### config.mk
export PLATFORM = sky130hd
export DESIGN_NAME = prs_sequencer
export DESIGN_NICKNAME = d
export VERILOG_FILES = /design/src/logic/prs_pkg.sv /design/src/logic/prs_sequencer.sv
export SDC_FILE = /design/constraint.sdc
export NUM_CORES = 1
export LEC_CHECK = 0
export BUFFER_PORTS_ARGS = -buffer_cell sky130_fd_sc_hd__buf_2
export CAP_MARGIN = 20
export CORE_MARGIN = 4
export CORE_UTILIZATION = 65
export DETAILED_ROUTE_END_ITERATION = 10
export PLACE_DENSITY = 0.8
export SLEW_MARGIN = 20
export SYNTH_ARGS = -nofsm -noshare
export SYNTH_HDL_FRONTEND = slang
export SYNTH_SLANG_ARGS = --single-unit
export TNS_END_PERCENT = 10
### constraint.sdc
create_clock -name pclk -period 8.8 [get_ports pclk]
set_input_delay 0.88 -clock pclk [delete_from_list [all_inputs] [get_ports pclk]]
set_output_delay 0.88 -clock pclk [all_outputs]
set_load 0.1 [all_outputs]
### src/logic/prs_pkg.sv
// Constants, field layouts and carrier types of the power resource sequencer.
// Assumes one 200 MHz register clock; the slow sequencer tick is derived from it.
`default_nettype none
package prs_pkg;
  // Clocking: register clock and the slow sequencer tick rate
  localparam int unsigned PRS_CLK_HZ = 200_000_000;
  localparam int unsigned PRS_TICK_HZ = 32_768;
  localparam int unsigned PRS_TICK_CYCLES = PRS_CLK_HZ / PRS_TICK_HZ;
  // Default sizes
  localparam int unsigned PRS_NRES = 8;
  localparam int unsigned PRS_TW = 8;
  localparam int unsigned PRS_NCLK = 4;
  localparam int unsigned PRS_RTW = 16;
  // Register byte offsets
  localparam logic [11:0] PRS_MIN_OFS = 12'h000;
  localparam logic [11:0] PRS_RTMR_OFS = 12'h004;
  localparam logic [11:0] PRS_STATE_OFS = 12'h008;
  localparam logic [11:0] PRS_TRANSIT_OFS = 12'h00c;
  localparam logic [11:0] PRS_REGCTL_OFS = 12'h010;
  localparam logic [11:0] PRS_REGSTAT_OFS = 12'h014;
  localparam logic [11:0] PRS_TIME_OFS = 12'h020;
  // Field positions
  localparam int unsigned PRS_RTMASK_LSB = 0;
  localparam int unsigned PRS_RTCNT_LSB = 16;
  localparam int unsigned PRS_TON_LSB = 0;
  localparam int unsigned PRS_TOFF_LSB = 16;
  localparam int unsigned PRS_DEM_QUIET1 = 0;
  localparam int unsigned PRS_DEM_QUIET2 = 1;
  localparam int unsigned PRS_DEM_AMP = 2;
  localparam int unsigned PRS_DEM_W = 3;
  // Reset values
  localparam logic [31:0] PRS_MIN_RST = 32'h0000_0001;
  localparam logic [15:0] PRS_TON_RST = 16'h0002;
  localparam logic [15:0] PRS_TOFF_RST = 16'h0001;
  // Default tables: resource i depends on i-1; clock k needs resources 0..k
  localparam logic [63:0] PRS_DEP_DFLT = 64'h4020_1008_0402_0100;
  localparam logic [31:0] PRS_CLKMAP_DFLT = 32'h0f07_0301;

  typedef enum logic [3:0] {
    PRS_OFF = 4'b0001,
    PRS_ON = 4'b0010,
    PRS_RAMP_UP = 4'b0100,
    PRS_RAMP_DN = 4'b1000
  } prs_phase_type;

  typedef struct packed {
    logic core_switching_regulator;
    logic core_linear_regulator;
    logic quiet_regulator_one;
    logic quiet_regulator_two;
    logic amplifier_regulator;
  } prs_reg_en_type;

  typedef struct packed {
    logic psel;
    logic penable;
    logic pwrite;
    logic [11:0] paddr;
    logic [31:0] pwdata;
  } prs_apb_req_type;

  typedef struct packed {
    logic pready;
    logic pslverr;
    logic [31:0] prdata;
  } prs_apb_rsp_type;
endpackage
`default_nettype wire

### src/logic/prs_sequencer.sv
// Power resource sequencer: request merge, dependency closure, per-resource
// ramp timers, regulator enables and shutdown handling, with an APB slave.
// Assumes clock requests come from logic on pclk; the two power request pins
// are asynchronous and are synchronised here.
//
// Design decisions made here: the APB interface to the registers and the register offsets.
`timescale 1ns/10ps
`default_nettype none

module prs_sequencer #(
  parameter int unsigned NRES = prs_pkg::PRS_NRES,
  parameter int unsigned TW = prs_pkg::PRS_TW,
  parameter int unsigned NCLK = prs_pkg::PRS_NCLK,
  parameter int unsigned TICK_DIV = prs_pkg::PRS_TICK_CYCLES,
  parameter logic [NRES*NRES-1:0] DEP = prs_pkg::PRS_DEP_DFLT[NRES*NRES-1:0],
  parameter logic [NCLK*NRES-1:0] CLK_MAP = prs_pkg::PRS_CLKMAP_DFLT[NCLK*NRES-1:0]
) (
  // Clock and reset
  input wire logic pclk,
  input wire logic presetn,
  // Register bus
  input wire prs_pkg::prs_apb_req_type apb_req,
  output var prs_pkg::prs_apb_rsp_type apb_rsp,
  // Requests
  input wire logic [NCLK-1:0] clock_request,
  input wire logic radio_a_power_request,
  input wire logic radio_b_power_request,
  // Power outputs
  output var prs_pkg::prs_reg_en_type regulator_enable,
  output logic [NRES-1:0] resource_on_bit,
  output logic [NRES-1:0] resource_in_transit_bit,
  output logic io_output_enable
);
  import prs_pkg::*;

  localparam int unsigned DW = $clog2(TICK_DIV);

  typedef struct packed {
    logic [1:0] sync_a;
    logic [1:0] sync_b;
    logic [DW-1:0] div;
    logic tick;
    prs_phase_type [NRES-1:0] phase;
    logic [NRES-1:0][TW-1:0] timer;
    logic [NRES-1:0][TW-1:0] t_on;
    logic [NRES-1:0][TW-1:0] t_off;
    logic [NRES-1:0] min_mask;
    logic [NRES-1:0] rt_mask;
    logic [PRS_RTW-1:0] rt_count;
    logic [PRS_DEM_W-1:0] demand;
    prs_reg_en_type reg_en;
    logic io_enable;
    logic [NRES-1:0] on_bits;
    logic [NRES-1:0] transit_bits;
    prs_apb_rsp_type rsp;
  } prs_state_type;

  //////////////////////////////////////////////////////////////////////////////
  // Functions

  function automatic prs_state_type init_state();
    prs_state_type s;
    s = '0;
    for (int i = 0; i < NRES; i++) begin
      s.phase[i] = PRS_OFF;
      s.t_on[i] = PRS_TON_RST[TW-1:0];
      s.t_off[i] = PRS_TOFF_RST[TW-1:0];
    end
    s.min_mask = PRS_MIN_RST[NRES-1:0];
    return s;
  endfunction

  localparam prs_state_type ST_RST = init_state();

  // Adds every resource that a requested one depends on, transitively
  function automatic logic [NRES-1:0] close_deps(input logic [NRES-1:0] r);
    logic [NRES-1:0] c;
    c = r;
    for (int p = 0; p < NRES; p++) begin
      for (int i = 0; i < NRES; i++) begin
        if (c[i]) begin
          c = c | DEP[i*NRES +: NRES];
        end
      end
    end
    return c;
  endfunction

  // Decodes a per-resource time register address; bit 8 flags a hit
  function automatic logic [8:0] time_sel(input logic [11:0] a);
    logic [11:0] rel;
    rel = a - PRS_TIME_OFS;
    time_sel = {1'b0, rel[9:2]};
    if (a >= PRS_TIME_OFS && a[1:0] == 2'b00 && rel[11:2] < 10'(NRES)) begin
      time_sel[8] = 1'b1;
    end
  endfunction

  //////////////////////////////////////////////////////////////////////////////
  // Next-state logic

  prs_state_type st_q;
  prs_state_type st_d;
  logic shutdown;
  logic [NRES-1:0] need;
  logic [NRES-1:0] go_on;
  logic [NRES-1:0] go_off;

  always_comb begin
    prs_state_type nx;
    prs_state_type rs;
    logic [NRES-1:0] req;
    logic [NRES-1:0] is_on;
    logic [NRES-1:0] powered;
    logic blocked;
    logic hit;
    logic [8:0] ts;
    logic [31:0] rd;
    nx = st_q;
    rs = ST_RST;
    req = '0;
    is_on = '0;
    powered = '0;
    blocked = 1'b0;
    ts = time_sel(apb_req.paddr);
    hit = 1'b1;
    rd = '0;
    go_on = '0;
    go_off = '0;
    nx.sync_a = {st_q.sync_a[0], radio_a_power_request};
    nx.sync_b = {st_q.sync_b[0], radio_b_power_request};
    // Both requests at their reset level means the chip is shut down
    shutdown = !st_q.sync_a[1] && !st_q.sync_b[1];

    // Slow tick divider
    nx.tick = 1'b0;
    if (st_q.div == DW'(TICK_DIV - 1)) begin
      nx.div = '0;
      nx.tick = 1'b1;
    end else begin
      nx.div = st_q.div + 1'b1;
    end

    // Required set
    for (int k = 0; k < NCLK; k++) begin
      if (clock_request[k]) begin
        req = req | CLK_MAP[k*NRES +: NRES];
      end
    end
    req = req | st_q.min_mask | ((st_q.rt_count != '0) ? st_q.rt_mask : '0);
    need = close_deps(req);

    if (st_q.tick) begin
      if (st_q.rt_count != '0) begin
        nx.rt_count = st_q.rt_count - 1'b1;
      end
      for (int i = 0; i < NRES; i++) begin
        if (st_q.timer[i] != '0) begin
          nx.timer[i] = st_q.timer[i] - 1'b1;
          if (st_q.timer[i] == TW'(1)) begin
            nx.phase[i] = (st_q.phase[i] == PRS_RAMP_UP) ? PRS_ON : PRS_OFF;
          end
        end
      end
      for (int i = 0; i < NRES; i++) begin
        is_on[i] = (nx.phase[i] == PRS_ON);
        powered[i] = (nx.phase[i] != PRS_OFF);
      end
      for (int i = 0; i < NRES; i++) begin
        blocked = 1'b0;
        for (int j = 0; j < NRES; j++) begin
          if (DEP[j*NRES + i] && powered[j]) begin
            blocked = 1'b1;
          end
        end
        go_off[i] = is_on[i] && !need[i] && !blocked;
        go_on[i] = (nx.phase[i] == PRS_OFF) && need[i]
          && ((DEP[i*NRES +: NRES] & ~is_on) == '0);
        if (go_off[i]) begin
          if (st_q.t_off[i] == '0) begin
            nx.phase[i] = PRS_OFF;
          end else begin
            nx.phase[i] = PRS_RAMP_DN;
            nx.timer[i] = st_q.t_off[i];
          end
        end else if (go_on[i]) begin
          if (st_q.t_on[i] == '0) begin
            nx.phase[i] = PRS_ON;
          end else begin
            nx.phase[i] = PRS_RAMP_UP;
            nx.timer[i] = st_q.t_on[i];
          end
        end
      end
    end

    // Core regulators and IO drivers on; quiet and amplifier regulators follow the demand register
    nx.reg_en.core_switching_regulator = 1'b1;
    nx.reg_en.core_linear_regulator = 1'b1;
    nx.reg_en.quiet_regulator_one = st_q.demand[PRS_DEM_QUIET1];
    nx.reg_en.quiet_regulator_two = st_q.demand[PRS_DEM_QUIET2];
    nx.reg_en.amplifier_regulator = st_q.demand[PRS_DEM_AMP];
    nx.io_enable = 1'b1;

    // Shutdown wipes all state but the synchronisers and the bus response, as a power-up would
    if (shutdown) begin
      rs.sync_a = nx.sync_a;
      rs.sync_b = nx.sync_b;
      rs.rsp = st_q.rsp;
      nx = rs;
    end

    for (int i = 0; i < NRES; i++) begin
      nx.on_bits[i] = (nx.phase[i] == PRS_ON) || (nx.phase[i] == PRS_RAMP_DN);
      nx.transit_bits[i] = (nx.phase[i] == PRS_RAMP_UP) || (nx.phase[i] == PRS_RAMP_DN);
    end

    // APB slave: one wait state, then ready with registered data
    unique case (apb_req.paddr)
      PRS_MIN_OFS: rd = 32'(st_q.min_mask);
      PRS_RTMR_OFS: rd = (32'(st_q.rt_mask) << PRS_RTMASK_LSB)
        | (32'(st_q.rt_count) << PRS_RTCNT_LSB);
      PRS_STATE_OFS: rd = 32'(st_q.on_bits);
      PRS_TRANSIT_OFS: rd = 32'(st_q.transit_bits);
      PRS_REGCTL_OFS: rd = 32'(st_q.demand);
      PRS_REGSTAT_OFS: rd = 32'(st_q.reg_en);
      default: begin
        hit = ts[8];
        if (ts[8]) begin
          rd = (32'(st_q.t_on[ts[7:0]]) << PRS_TON_LSB)
            | (32'(st_q.t_off[ts[7:0]]) << PRS_TOFF_LSB);
        end
      end
    endcase
    nx.rsp.pready = 1'b0;
    if (apb_req.psel && apb_req.penable && !st_q.rsp.pready) begin
      nx.rsp.pready = 1'b1;
      nx.rsp.prdata = apb_req.pwrite ? '0 : rd;
      nx.rsp.pslverr = !hit;
    end else if (apb_req.psel && apb_req.penable && apb_req.pwrite && hit) begin
      // Write takes effect on the edge where pready is seen high
      unique case (apb_req.paddr)
        PRS_MIN_OFS: nx.min_mask = apb_req.pwdata[NRES-1:0];
        PRS_RTMR_OFS: begin
          nx.rt_mask = apb_req.pwdata[PRS_RTMASK_LSB +: NRES];
          nx.rt_count = apb_req.pwdata[PRS_RTCNT_LSB +: PRS_RTW];
        end
        PRS_REGCTL_OFS: nx.demand = apb_req.pwdata[PRS_DEM_W-1:0];
        PRS_STATE_OFS, PRS_TRANSIT_OFS, PRS_REGSTAT_OFS: ;
        default: begin
          nx.t_on[ts[7:0]] = apb_req.pwdata[PRS_TON_LSB +: TW];
          nx.t_off[ts[7:0]] = apb_req.pwdata[PRS_TOFF_LSB +: TW];
        end
      endcase
    end
    st_d = nx;
  end

  always_ff @(posedge pclk or negedge presetn) begin
    if (!presetn) begin
      st_q <= ST_RST;
    end else begin
      st_q <= st_d;
    end
  end

  assign apb_rsp = st_q.rsp;
  assign regulator_enable = st_q.reg_en;
  assign resource_on_bit = st_q.on_bits;
  assign resource_in_transit_bit = st_q.transit_bits;
  assign io_output_enable = st_q.io_enable;

  //////////////////////////////////////////////////////////////////////////////
  // Assertions

  for (genvar g = 0; g < NRES; g++) begin : g_chk
    property p_timer_settled;
      @(posedge pclk) disable iff (!presetn)
      ((st_q.phase[g] == PRS_ON || st_q.phase[g] == PRS_OFF) == (st_q.timer[g] == '0));
    endproperty
    a_timer_settled: assert property (p_timer_settled)
      else $error("timer and settled state disagree");
    property p_zero_on;
      @(posedge pclk) disable iff (!presetn)
      (go_on[g] && st_q.tick && !shutdown && st_q.t_on[g] == '0) |=> (st_q.phase[g] == PRS_ON);
    endproperty
    a_zero_on: assert property (p_zero_on)
      else $error("zero on time did not switch on at once");
  end

  property p_expiry;
    @(posedge pclk) disable iff (!presetn)
    (st_q.tick && !shutdown && st_q.phase[0] == PRS_RAMP_UP && st_q.timer[0] == TW'(1))
      |=> (st_q.phase[0] == PRS_ON && resource_on_bit[0] && !resource_in_transit_bit[0]);
  endproperty
  a_expiry: assert property (p_expiry)
    else $error("expired ramp-up did not settle on");

  property p_load_on;
    @(posedge pclk) disable iff (!presetn)
    (go_on[0] && st_q.tick && !shutdown && st_q.t_on[0] != '0)
      |=> (st_q.phase[0] == PRS_RAMP_UP && st_q.timer[0] == $past(st_q.t_on[0]));
  endproperty
  a_load_on: assert property (p_load_on)
    else $error("ramp-up timer not loaded with on time");

  property p_hold_between_ticks;
    @(posedge pclk) disable iff (!presetn)
    (!st_q.tick && !shutdown) |=> $stable(st_q.timer);
  endproperty
  a_hold_between_ticks: assert property (p_hold_between_ticks)
    else $error("timer moved without a tick");

  property p_keep_needed;
    @(posedge pclk) disable iff (!presetn)
    (st_q.tick && !shutdown && st_q.phase[0] == PRS_ON && need[0])
      |=> (st_q.phase[0] == PRS_ON);
  endproperty
  a_keep_needed: assert property (p_keep_needed)
    else $error("needed resource was switched off");

  property p_core_on;
    @(posedge pclk) disable iff (!presetn)
    (st_q.sync_a[1] || st_q.sync_b[1]) |=> (regulator_enable.core_switching_regulator
      && regulator_enable.core_linear_regulator);
  endproperty
  a_core_on: assert property (p_core_on)
    else $error("core regulators off while a request is high");

  property p_all_off;
    @(posedge pclk) disable iff (!presetn)
    shutdown |=> (regulator_enable == '0 && !io_output_enable && resource_on_bit == '0);
  endproperty
  a_all_off: assert property (p_all_off)
    else $error("shutdown left a regulator or driver on");

  property p_apb_ready;
    @(posedge pclk) disable iff (!presetn)
    (apb_req.psel && apb_req.penable && !apb_rsp.pready) |=> apb_rsp.pready ##1 !apb_rsp.pready;
  endproperty
  a_apb_ready: assert property (p_apb_ready)
    else $error("bus answer not one cycle after access");
endmodule
`default_nettype wire

=== Yosys cells after proc, flatten, opt, wreduce, memory -nomap -nowiden ===
Index checks and enable logic that the tools add are counted.

* Output and inout port bits: 56
* Flip-flop bits (word level): 333
* Input port bits: 55
* Word-level logic and storage cells: 454

* Reductions and logical operators: 109
* Bitwise logic cells: 5
* Order comparisons: 4
* Eq/ne operators: 69
* Muxes and demuxes: 205
* Add/sub/neg operators: 11

{| class="wikitable"
|+ Operators by type and width
! operator !! number
|-
| 2-to-1 mux 8 bit || 53
|-
| 2-to-1 mux 329 bit || 1
|-
| 2-to-1 mux 163 bit || 2
|-
| 2-to-1 mux 4 bit || 57
|-
| case mux 32 bit (6 select lines) || 1
|-
| logical NOT 8 bit || 23
|-
| bitwise mux 64 bit || 2
|-
| 2-to-1 mux 128 bit || 1
|-
| 2-to-1 mux 96 bit || 1
|-
| equality test 4 x 2 -> 1 bit (second input constant) || 16
|-
| equality test 4 x 3 -> 1 bit (second input constant) || 16
|-
| equality test 8 x 1 -> 1 bit (second input constant) || 8
|-
| nonzero test 8 bit || 8
|-
| subtractor 8 x 1 -> 8 bit (second input constant) || 8
|-
| 2-to-1 mux 7 bit || 8
|-
| 2-to-1 mux 3 bit || 18
|-
| binary-select mux 8 bit (select 3 bit) || 2
|-
| 2-to-1 mux 24 bit || 2
|-
| 2-to-1 mux 6 bit || 8
|-
| 2-to-1 mux 5 bit || 8
|-
| logical AND 1 bit || 38
|-
| 2-to-1 mux 2 bit || 17
|-
| 2-to-1 mux 34 bit || 1
|-
| equality test 4 x 1 -> 1 bit (second input constant) || 8
|-
| 29 further kinds || 96
|}

=== Depth between registers and ports, before layout ===
Gate-level depths: netlist (run 1).

* Word-level depth: 72
* Depth in mapped cells: 11
* Gate-level depth less buffers: 9

=== Least setup slack after synthesis (run 1) ===
No wires, ideal clock.

* Path type: input -> register
* From: input port apb_req[37] (netlist bit)
* To: register st_q[61] (netlist bit)
* Arrival: 3.136 ns
* Required time: 8.704 ns
* Setup slack: 5.569 ns
* Stages: 11
* Cells stage by stage: inv_1 -> ha_1 -> xnor2_1 -> nand4_1 -> or3_1 -> o21ai_0 -> and3_1 -> clkbuf_1 -> clkbuf_1 -> nand2_1 -> o31ai_1

{| class="wikitable"
|+ RTL lines
! element !! line !! RTL
|-
| start, declared || prs_sequencer.sv:22 || <nowiki>input wire prs_pkg::prs_apb_req_type apb_req,</nowiki>
|-
| end signal, assigned || prs_sequencer.sv:263 || <nowiki>st_q <= st_d;</nowiki>
|-
| end, declared || prs_sequencer.sv:102 || <nowiki>prs_state_type st_q;</nowiki>
|}

==> results of run 1 <==
==> state kept, by name, summed over array words and instances, names as in the netlist <==
name	cells
st_q	277
apb_rsp	26
resource_in_transit_bit	8
resource_on_bit	8
regulator_enable	3
io_output_enable	1
==> power by group <==
group	total, uW	leakage [uW]	internal [uW]	switching (uW)
registers	1500	0.00441	1490	8.48
logic	172	0.00413	33.2	139
clock network	1660	0.000635	1030	638
==> final timing paths <==
path	endpoint	slack, ns	cells after the start
hold / removal	resource_on_bit[6]	0.28	1
min in group pclk	st_q[330]	0.35	0
hold reg to reg	st_q[330]	0.35	0
setup reg to reg	resource_on_bit[5]	4.59	9
max in group asynchronous	st_q[315]	6.68	3
setup / recovery	resource_on_bit[5]	4.59	9
==> area by class of cell <==
class | count | share of cell area (%)
tap | 390 | 2.282
clock inverter | 13 | 1.059
antenna | 1 | 0.01170
sequential | 323 | 37.95
inverter | 48 | 0.8543
clock buffer | 52 | 5.015
multi-input combinational | 1693 | 49.41
timing repair buffer | 123 | 3.417
==> synth_stat cells, types with 6 or more instances <==
master,instances,share of area [%]
and2_1,14,0.44
or4b_2,8,0.41
nor4_1,45,1.4
a22o_1,11,0.49
nand3_1,40,1.0
nor4b_1,11,0.49
a32o_1,15,0.76
nor2_1,156,3.0
o31ai_1,47,1.8
a211o_1,11,0.49
buf_4,58,2.2
nand2b_1,9,0.29
or4_1,27,1.0
a211oi_1,29,1.1
nor3b_1,12,0.46
nor3_1,73,1.9
o211a_1,6,0.30
or3_1,23,0.73
a21oi_1,113,2.9
dfstp_2,25,3.3
xnor2_1,40,1.8
nor2b_1,16,0.51
and4_1,7,0.31
clkbuf_1,123,2.3
a31o_2,6,0.27
dfrtp_1,298,38
inv_1,47,0.89
nand2_1,416,7.9
buf_1,9,0.17
o211ai_1,15,0.57
a31oi_1,14,0.44
a22oi_1,29,1.1
or2_2,9,0.29
nand4_1,17,0.54
and3_1,14,0.44
xor2_1,26,1.2
mux2i_1,32,1.6
o21ai_0,197,5.0
or3b_2,7,0.31
mux2_2,30,1.7
mux4_2,32,3.7
ha_1,20,1.3
==> stage by stage <==
step                total power [uW]  hold WS [ns]
detailed placement              1697        0.3365
global placement                1695        0.3329
floorplan                       1624        0.3312
CTS                             3336        0.3490
global route                    3420        0.3262
finish                          3338        0.2834
==> routing by layer <==
metal	share of wire [%]	wire length, um	vias to the layer above
met5	0.051	32	-
met4	5.0	3173	4
met3	12	7603	238
met2	44	27720	1242
met1	39	24700	8863
li1	-	-	8082
==> worst max-delay path, cell delays in order, from the launching register on <==
cell and delay (ns):
dfrtp_1 0.39, inv_1 0.12, ha_1 0.21, or4b_1 0.50, nor4_1 0.77, o21ai_1 0.45, nor2_1 0.76, a211oi_1 0.14
o21ai_0 0.17, nor4b_1 0.53
==> kinds of logic after synthesis <==
logic type,Yosys count,share of synthesized area (%)
adders and majority gates,20,1.268
and+or+nand+nor,925,22.39
DFF,323,41.11
buffers and inverters,244,5.813
muxes,96,7.100
other,1,0.01900
xor gates and xnor gates,66,2.929
AOI/OAI and AO/OA,578,19.37
==> flow_summary.ini, run 1 <==
[run_status]
outcome = complete, no violations

[critical_path]
path_class = flip-flop to flip-flop
cp-end-kind = flip-flop
worstSetupStartpoint = st_q[59]
critPathMaxFanout = 14
worst_ep_arrival_time_ns = 4.55
start_kind = flip-flop
r2r_start = st_q[59]
cp.required_ns = 9.14

[clocking]
hold_buffers = 0
cts_made_buffers = 37
cts_setup_buffers = 0
htreeDepth = 2
cts_resized = 0
cts_tree = done
clockBufferDepth = 3
cts.clk_slew.worst_paths_ns = 0.06
clock_latency_ns = 0.52
clock_sinks = 323
root_buffer = clkbuf_16

[layout]
num-nets-final = 2301
postLayoutCellArea_sq_um = 21380
seqCellArea_sq_um = 8115
finish.utilization_pct = 71.76
drive_gt1_share_pct = 14.79
final_common_cell = nand2_1
most-common-layout-cells = nand2_1, dfrtp_1, o21ai_0, nor2_1, a21oi_1
syn_to_final_growth_pct = 8.336
multiInputGateArea_sq_um = 10570
n_fill_cell = 2228
finalNonFillerCells = 2643

[yosys]
synth_edf_count = 0
synth.distinct_cells = 93
ys_seq_elements = 323
synth_top_flop_cell = dfrtp_1
netlist_instances = 2253
async_reset_ff_share_pct = 100.0
synth_area_per_cell_sq_um = 8.761
syn_area_sq_um = 19740
yosys_warnings = 0
ys_seq_area_share_pct = 41.11

[global_route]
globalRouteOverflowTotal = 0
grt-busiest-layer = met2
grtUsageTotal_pct = 37.45
grt_max_degree = 132
grt_use_met2_pct = 55.53
use_met1_pct = 53.16
met3_usage_pct = 9.288
grt_pass1_vias = 17300
grt_pass1_wl_um = 98760
antenna_found_initial = 2

[route]
viasPerCell = 6.973
drt_iter0_drc = 2661
drtAntennaViolNets = 0
drt-total-wl_um = 63230
dr.pass1.iters = 6
wl_per_cell_um = 23.92
num_vias = 18430
drc = 0

[timing]
setup_ws_ns = 4.589
rsz0062_at_grt = no
report.final.slew_viol_count = 0
fin_worst_skew_ns = 0.01313
setup_violations = 0
max_freq_mhz = 237.5
period_share_pct = 47.85
max-slew-margin-rel_pct = 25.22
fin_crit_ns = 4.211
worstMarginPinSlew_ns = 1.113
hold_viol = 0
setup_tns_ns = 0

[floorplan]
fp.dieH_um = 182.3
fp-row-count = 63
boundaryPins = 111
die_area_sq_um = 33220
start_util_pct = 66.24
die_width_um = 182.3
core_area_sq_um = 29800

[placed_design]
hpwl_um = 43380
placed_cells = 2575
port_buffers = 94
gp_congestion = 1.023
postPlaceCellArea_sq_um = 20050
place_ws_ns = 4.481

[power_and_ir_drop]
p_leak_uw = 0.009166
max-vdd-ir-drop_mv = 0.1938
p_per_area_nw_per_um2 = 156.1

[job]
maxCapViolations = 0

[hold_path]
holdCritPathClass = input pin to asynchronous set/reset pin
No activity file was read; power rests on OpenSTA's default activity.
==> run 2, diff against run 1 <==
--- a/config.mk
+++ b/config.mk
@@ -5,12 +5,13 @@
 export SDC_FILE = /design/constraint.sdc
 export NUM_CORES = 1
 export LEC_CHECK = 0
+export ABC_AREA = 1
 export BUFFER_PORTS_ARGS = -buffer_cell sky130_fd_sc_hd__buf_2
 export CAP_MARGIN = 20
 export CORE_MARGIN = 4
-export CORE_UTILIZATION = 65
+export CORE_UTILIZATION = 56
 export DETAILED_ROUTE_END_ITERATION = 10
-export PLACE_DENSITY = 0.8
+export PLACE_DENSITY = 0.73
 export SLEW_MARGIN = 20
 export SYNTH_ARGS = -nofsm -noshare
 export SYNTH_HDL_FRONTEND = slang
==> constraint.sdc (replaced) <==
create_clock -name pclk -period 3.7 [get_ports pclk]
set_input_delay 0.37 -clock pclk [delete_from_list [all_inputs] [get_ports pclk]]
set_output_delay 0.37 -clock pclk [all_outputs]
set_load 0.1 [all_outputs]
==> run 2 against run 1 <==
Compared with the run above:
- critical path depth grew 9
- hold slack lost 0.26 ns
- wire length is 1.8% higher
- sequential power rose by 140%
- via count increased by 2.4%
- sequential share of layout area grew 0.059 points
- power grew 140%
- setup slack got worse by 4.2 ns
- final cell count grew 17%
- die area up 14%
- non-clock buffer count rose by 8
- largest cell class unchanged
==> flow_summary.ini, run 2 <==
[run_status]
outcome = complete, no violations

[timing]
rsz0062_at_grt = no
setup_tns_ns = 0
setup_violations = 0
hold_viol = 0
fin_worst_skew_ns = 0.01524
fin_crit_ns = 3.330
report.final.slew_viol_count = 0
period_share_pct = 89.99
max_freq_mhz = 300.3
max-slew-margin-rel_pct = 24.44
worstMarginPinSlew_ns = 1.132

[critical_path]
path_class = flip-flop to flip-flop
cp_num_buf_inv = 2
critPathMaxStageDelay_ns = 0.39
crit_family = simple AND/OR/NAND/NOR gates
cpMaxStageDelayCell = dfrtp_1
cp-end-kind = flip-flop
critPathMaxFanout = 13
worst_ep_arrival_time_ns = 3.81
path_cells = inv_1 -> ha_1 -> nand2_2 -> nor2_1 -> nand2_1 -> nand2_1 -> nand2_2 -> nor2_4 -> nand3_2 -> nor2_2 -> nand2_2 -> inv_2 -> nor2_1 -> nand3_1 -> o21ai_1 -> nor2_2 -> nand3_1 -> nand2_1
start_kind = flip-flop
cp.required_ns = 4.18

[route]
met1Wirelength_um = 27070
num_vias = 18880
dr.pass1.iters = 6
topRoutingLayerUsed = met4
dr_wl_met2_um = 27900
drt-total-wl_um = 64330
wl_per_cell_um = 20.87
viasPerCell = 6.126
wl_met3_um = 6857
drtAntennaViolNets = 0
drc = 0
drt_iter0_drc = 2329

[clocking]
clock_latency_ns = 0.54
cts_tree = done
htreeDepth = 2
cts_made_buffers = 38
clockBufferDepth = 3
root_buffer = clkbuf_16
cts_resized = 0
cts.clk_slew.worst_paths_ns = 0.06
clock_sinks = 323

[floorplan]
core_area_sq_um = 34460
fp.dieH_um = 194.8
die_width_um = 194.8
boundaryPins = 111
start_util_pct = 56.69
die_area_sq_um = 37930
fp-row-count = 68

[layout]
drive_gt1_share_pct = 12.79
finish.utilization_pct = 61.95
largest_reg_flops = 277
top_register = st_q
syn_to_final_growth_pct = 9.281
n_fill_cell = 3105
diodes = 0
num-nets-final = 2674
most-common-layout-cells = nand2_1, dfrtp_1, inv_1, o21ai_0, nand3_1
final_common_cell = nand2_1

[global_route]
grtUsageTotal_pct = 33.00
grt_pass1_wl_um = 100300
globalRouteOverflowTotal = 0
antenna_found_initial = 0
grt_max_degree = 119
grt_pass1_vias = 17760

[yosys]
netlist_instances = 2578
synth_top_flop_cell = dfrtp_1
synth_edf_count = 0
yosys.cell_count.top_type = nand2_1
ys_seq_area_share_pct = 41.54
synth_top_cell_area_share_pct = 38.18
synth_area_per_cell_sq_um = 7.577
ys_seq_elements = 323
yosys-top-cells-area = dfrtp_1, nand2_1, o21ai_0
yosys.area.top_type = dfrtp_1
ys_top_cells_by_count = nand2_1, dfrtp_1, inv_1
async_reset_ff_share_pct = 100.0
yosys_warnings = 0
synth.distinct_cells = 70
syn_area_sq_um = 19530

[placed_design]
gp_congestion = 0.9997
hpwl_um = 45890
port_buffers = 94

[power_and_ir_drop]
p_leak_uw = 0.01015
max-vdd-ir-drop_mv = 0.3352
p_per_area_nw_per_um2 = 372.3
power_uw = 7946

[job]
maxCapViolations = 0

[hold_path]
holdCritPathClass = input pin to flip-flop
run 2: cell types whose count changed in the layout (fill, tap and decap cells not counted), sizes merged, moves of 29 or more:
cell   delta
inv     +250
nor2     +79
o21ai   +104
nand2    +71
a22oi    -29
nand3   +202
xnor2    -39
mux2i    -30
nor3     -33
o22ai    +85
mux4     -32
o31ai    -32
run 2: final timing paths:
check,from,end,slack (ns),cells after the start
hold / removal,apb_req[29],st_q[72],0.03,3
setup reg to reg,st_q[59],resource_on_bit[2],0.37,18
setup / recovery,st_q[59],resource_on_bit[2],0.37,18
min in group asynchronous,presetn,st_q[314],0.41,2
hold reg to reg,st_q[329],st_q[330],0.35,0
max in group asynchronous,presetn,st_q[291],2.26,3
run 2: layer usage:
layer  global-route usage [%]  vias to the layer above
li1                         -                     8776
met1                    47.70                     8905
met2                    49.75                     1063
met3                    6.500                      135
met4                    11.95                        0
met5                        0                        -
run 2: cells by family after synthesis:
kind of cell	share of synthesized area, %
buffers and inverters	10.24
other	0.01920
adders and majority gates	1.345
muxes	0.3907
and+or+nand+nor	25.94
xor gates and xnor gates	1.255
DFF	41.54
AOI/OAI and AO/OA	19.27
run 2: what timing repair did:
action                    CTS  global route
setup buffers               0             0
hold endpoints to repair   79             0
hold buffers                3             0
run 2: area by class of cell:
cell class	instances	area, sq um	share of cell area, %
Clock buffer	55	1116	5.228
Clock inverter	14	158.9	0.7444
Inverter	299	1127	5.281
Multi-Input combinational cell	1805	9458	44.31
Sequential cell	323	8114	38.01
Tap cell	455	569.3	2.667
Timing Repair Buffer	131	803.3	3.763
run 2: worst min-delay path: cells and delay by family:
family	cells	cell delay [ns]
buffers and inverters	1	0.07
and+or+nand+nor	2	0.09
run 2: report_power, final:
part | internal, uW | switching, uW
clock network | 2310 | 1550
registers | 3550 | 14.1
logic | 98.4 | 423
total | 5960 | 1980
run 2: through the flow:
| step | hold WS (ns) | std cells | setup WS, ns | area, sq um |
|---|---|---|---|---|
| after global placement | 0.3323 | 3010 | 0.6079 | 20040 |
| after detailed placement | 0.3365 | 3010 | 0.5323 | 20040 |
| after floorplan | 0.07441 | 2585 | 1.400 | 19560 |
| after global routing | 0.02744 | 3082 | 0.1462 | 21350 |
| final | 0.02653 | 3082 | 0.3702 | 21350 |
| after CTS | 0.01340 | 3082 | 0.4664 | 21350 |
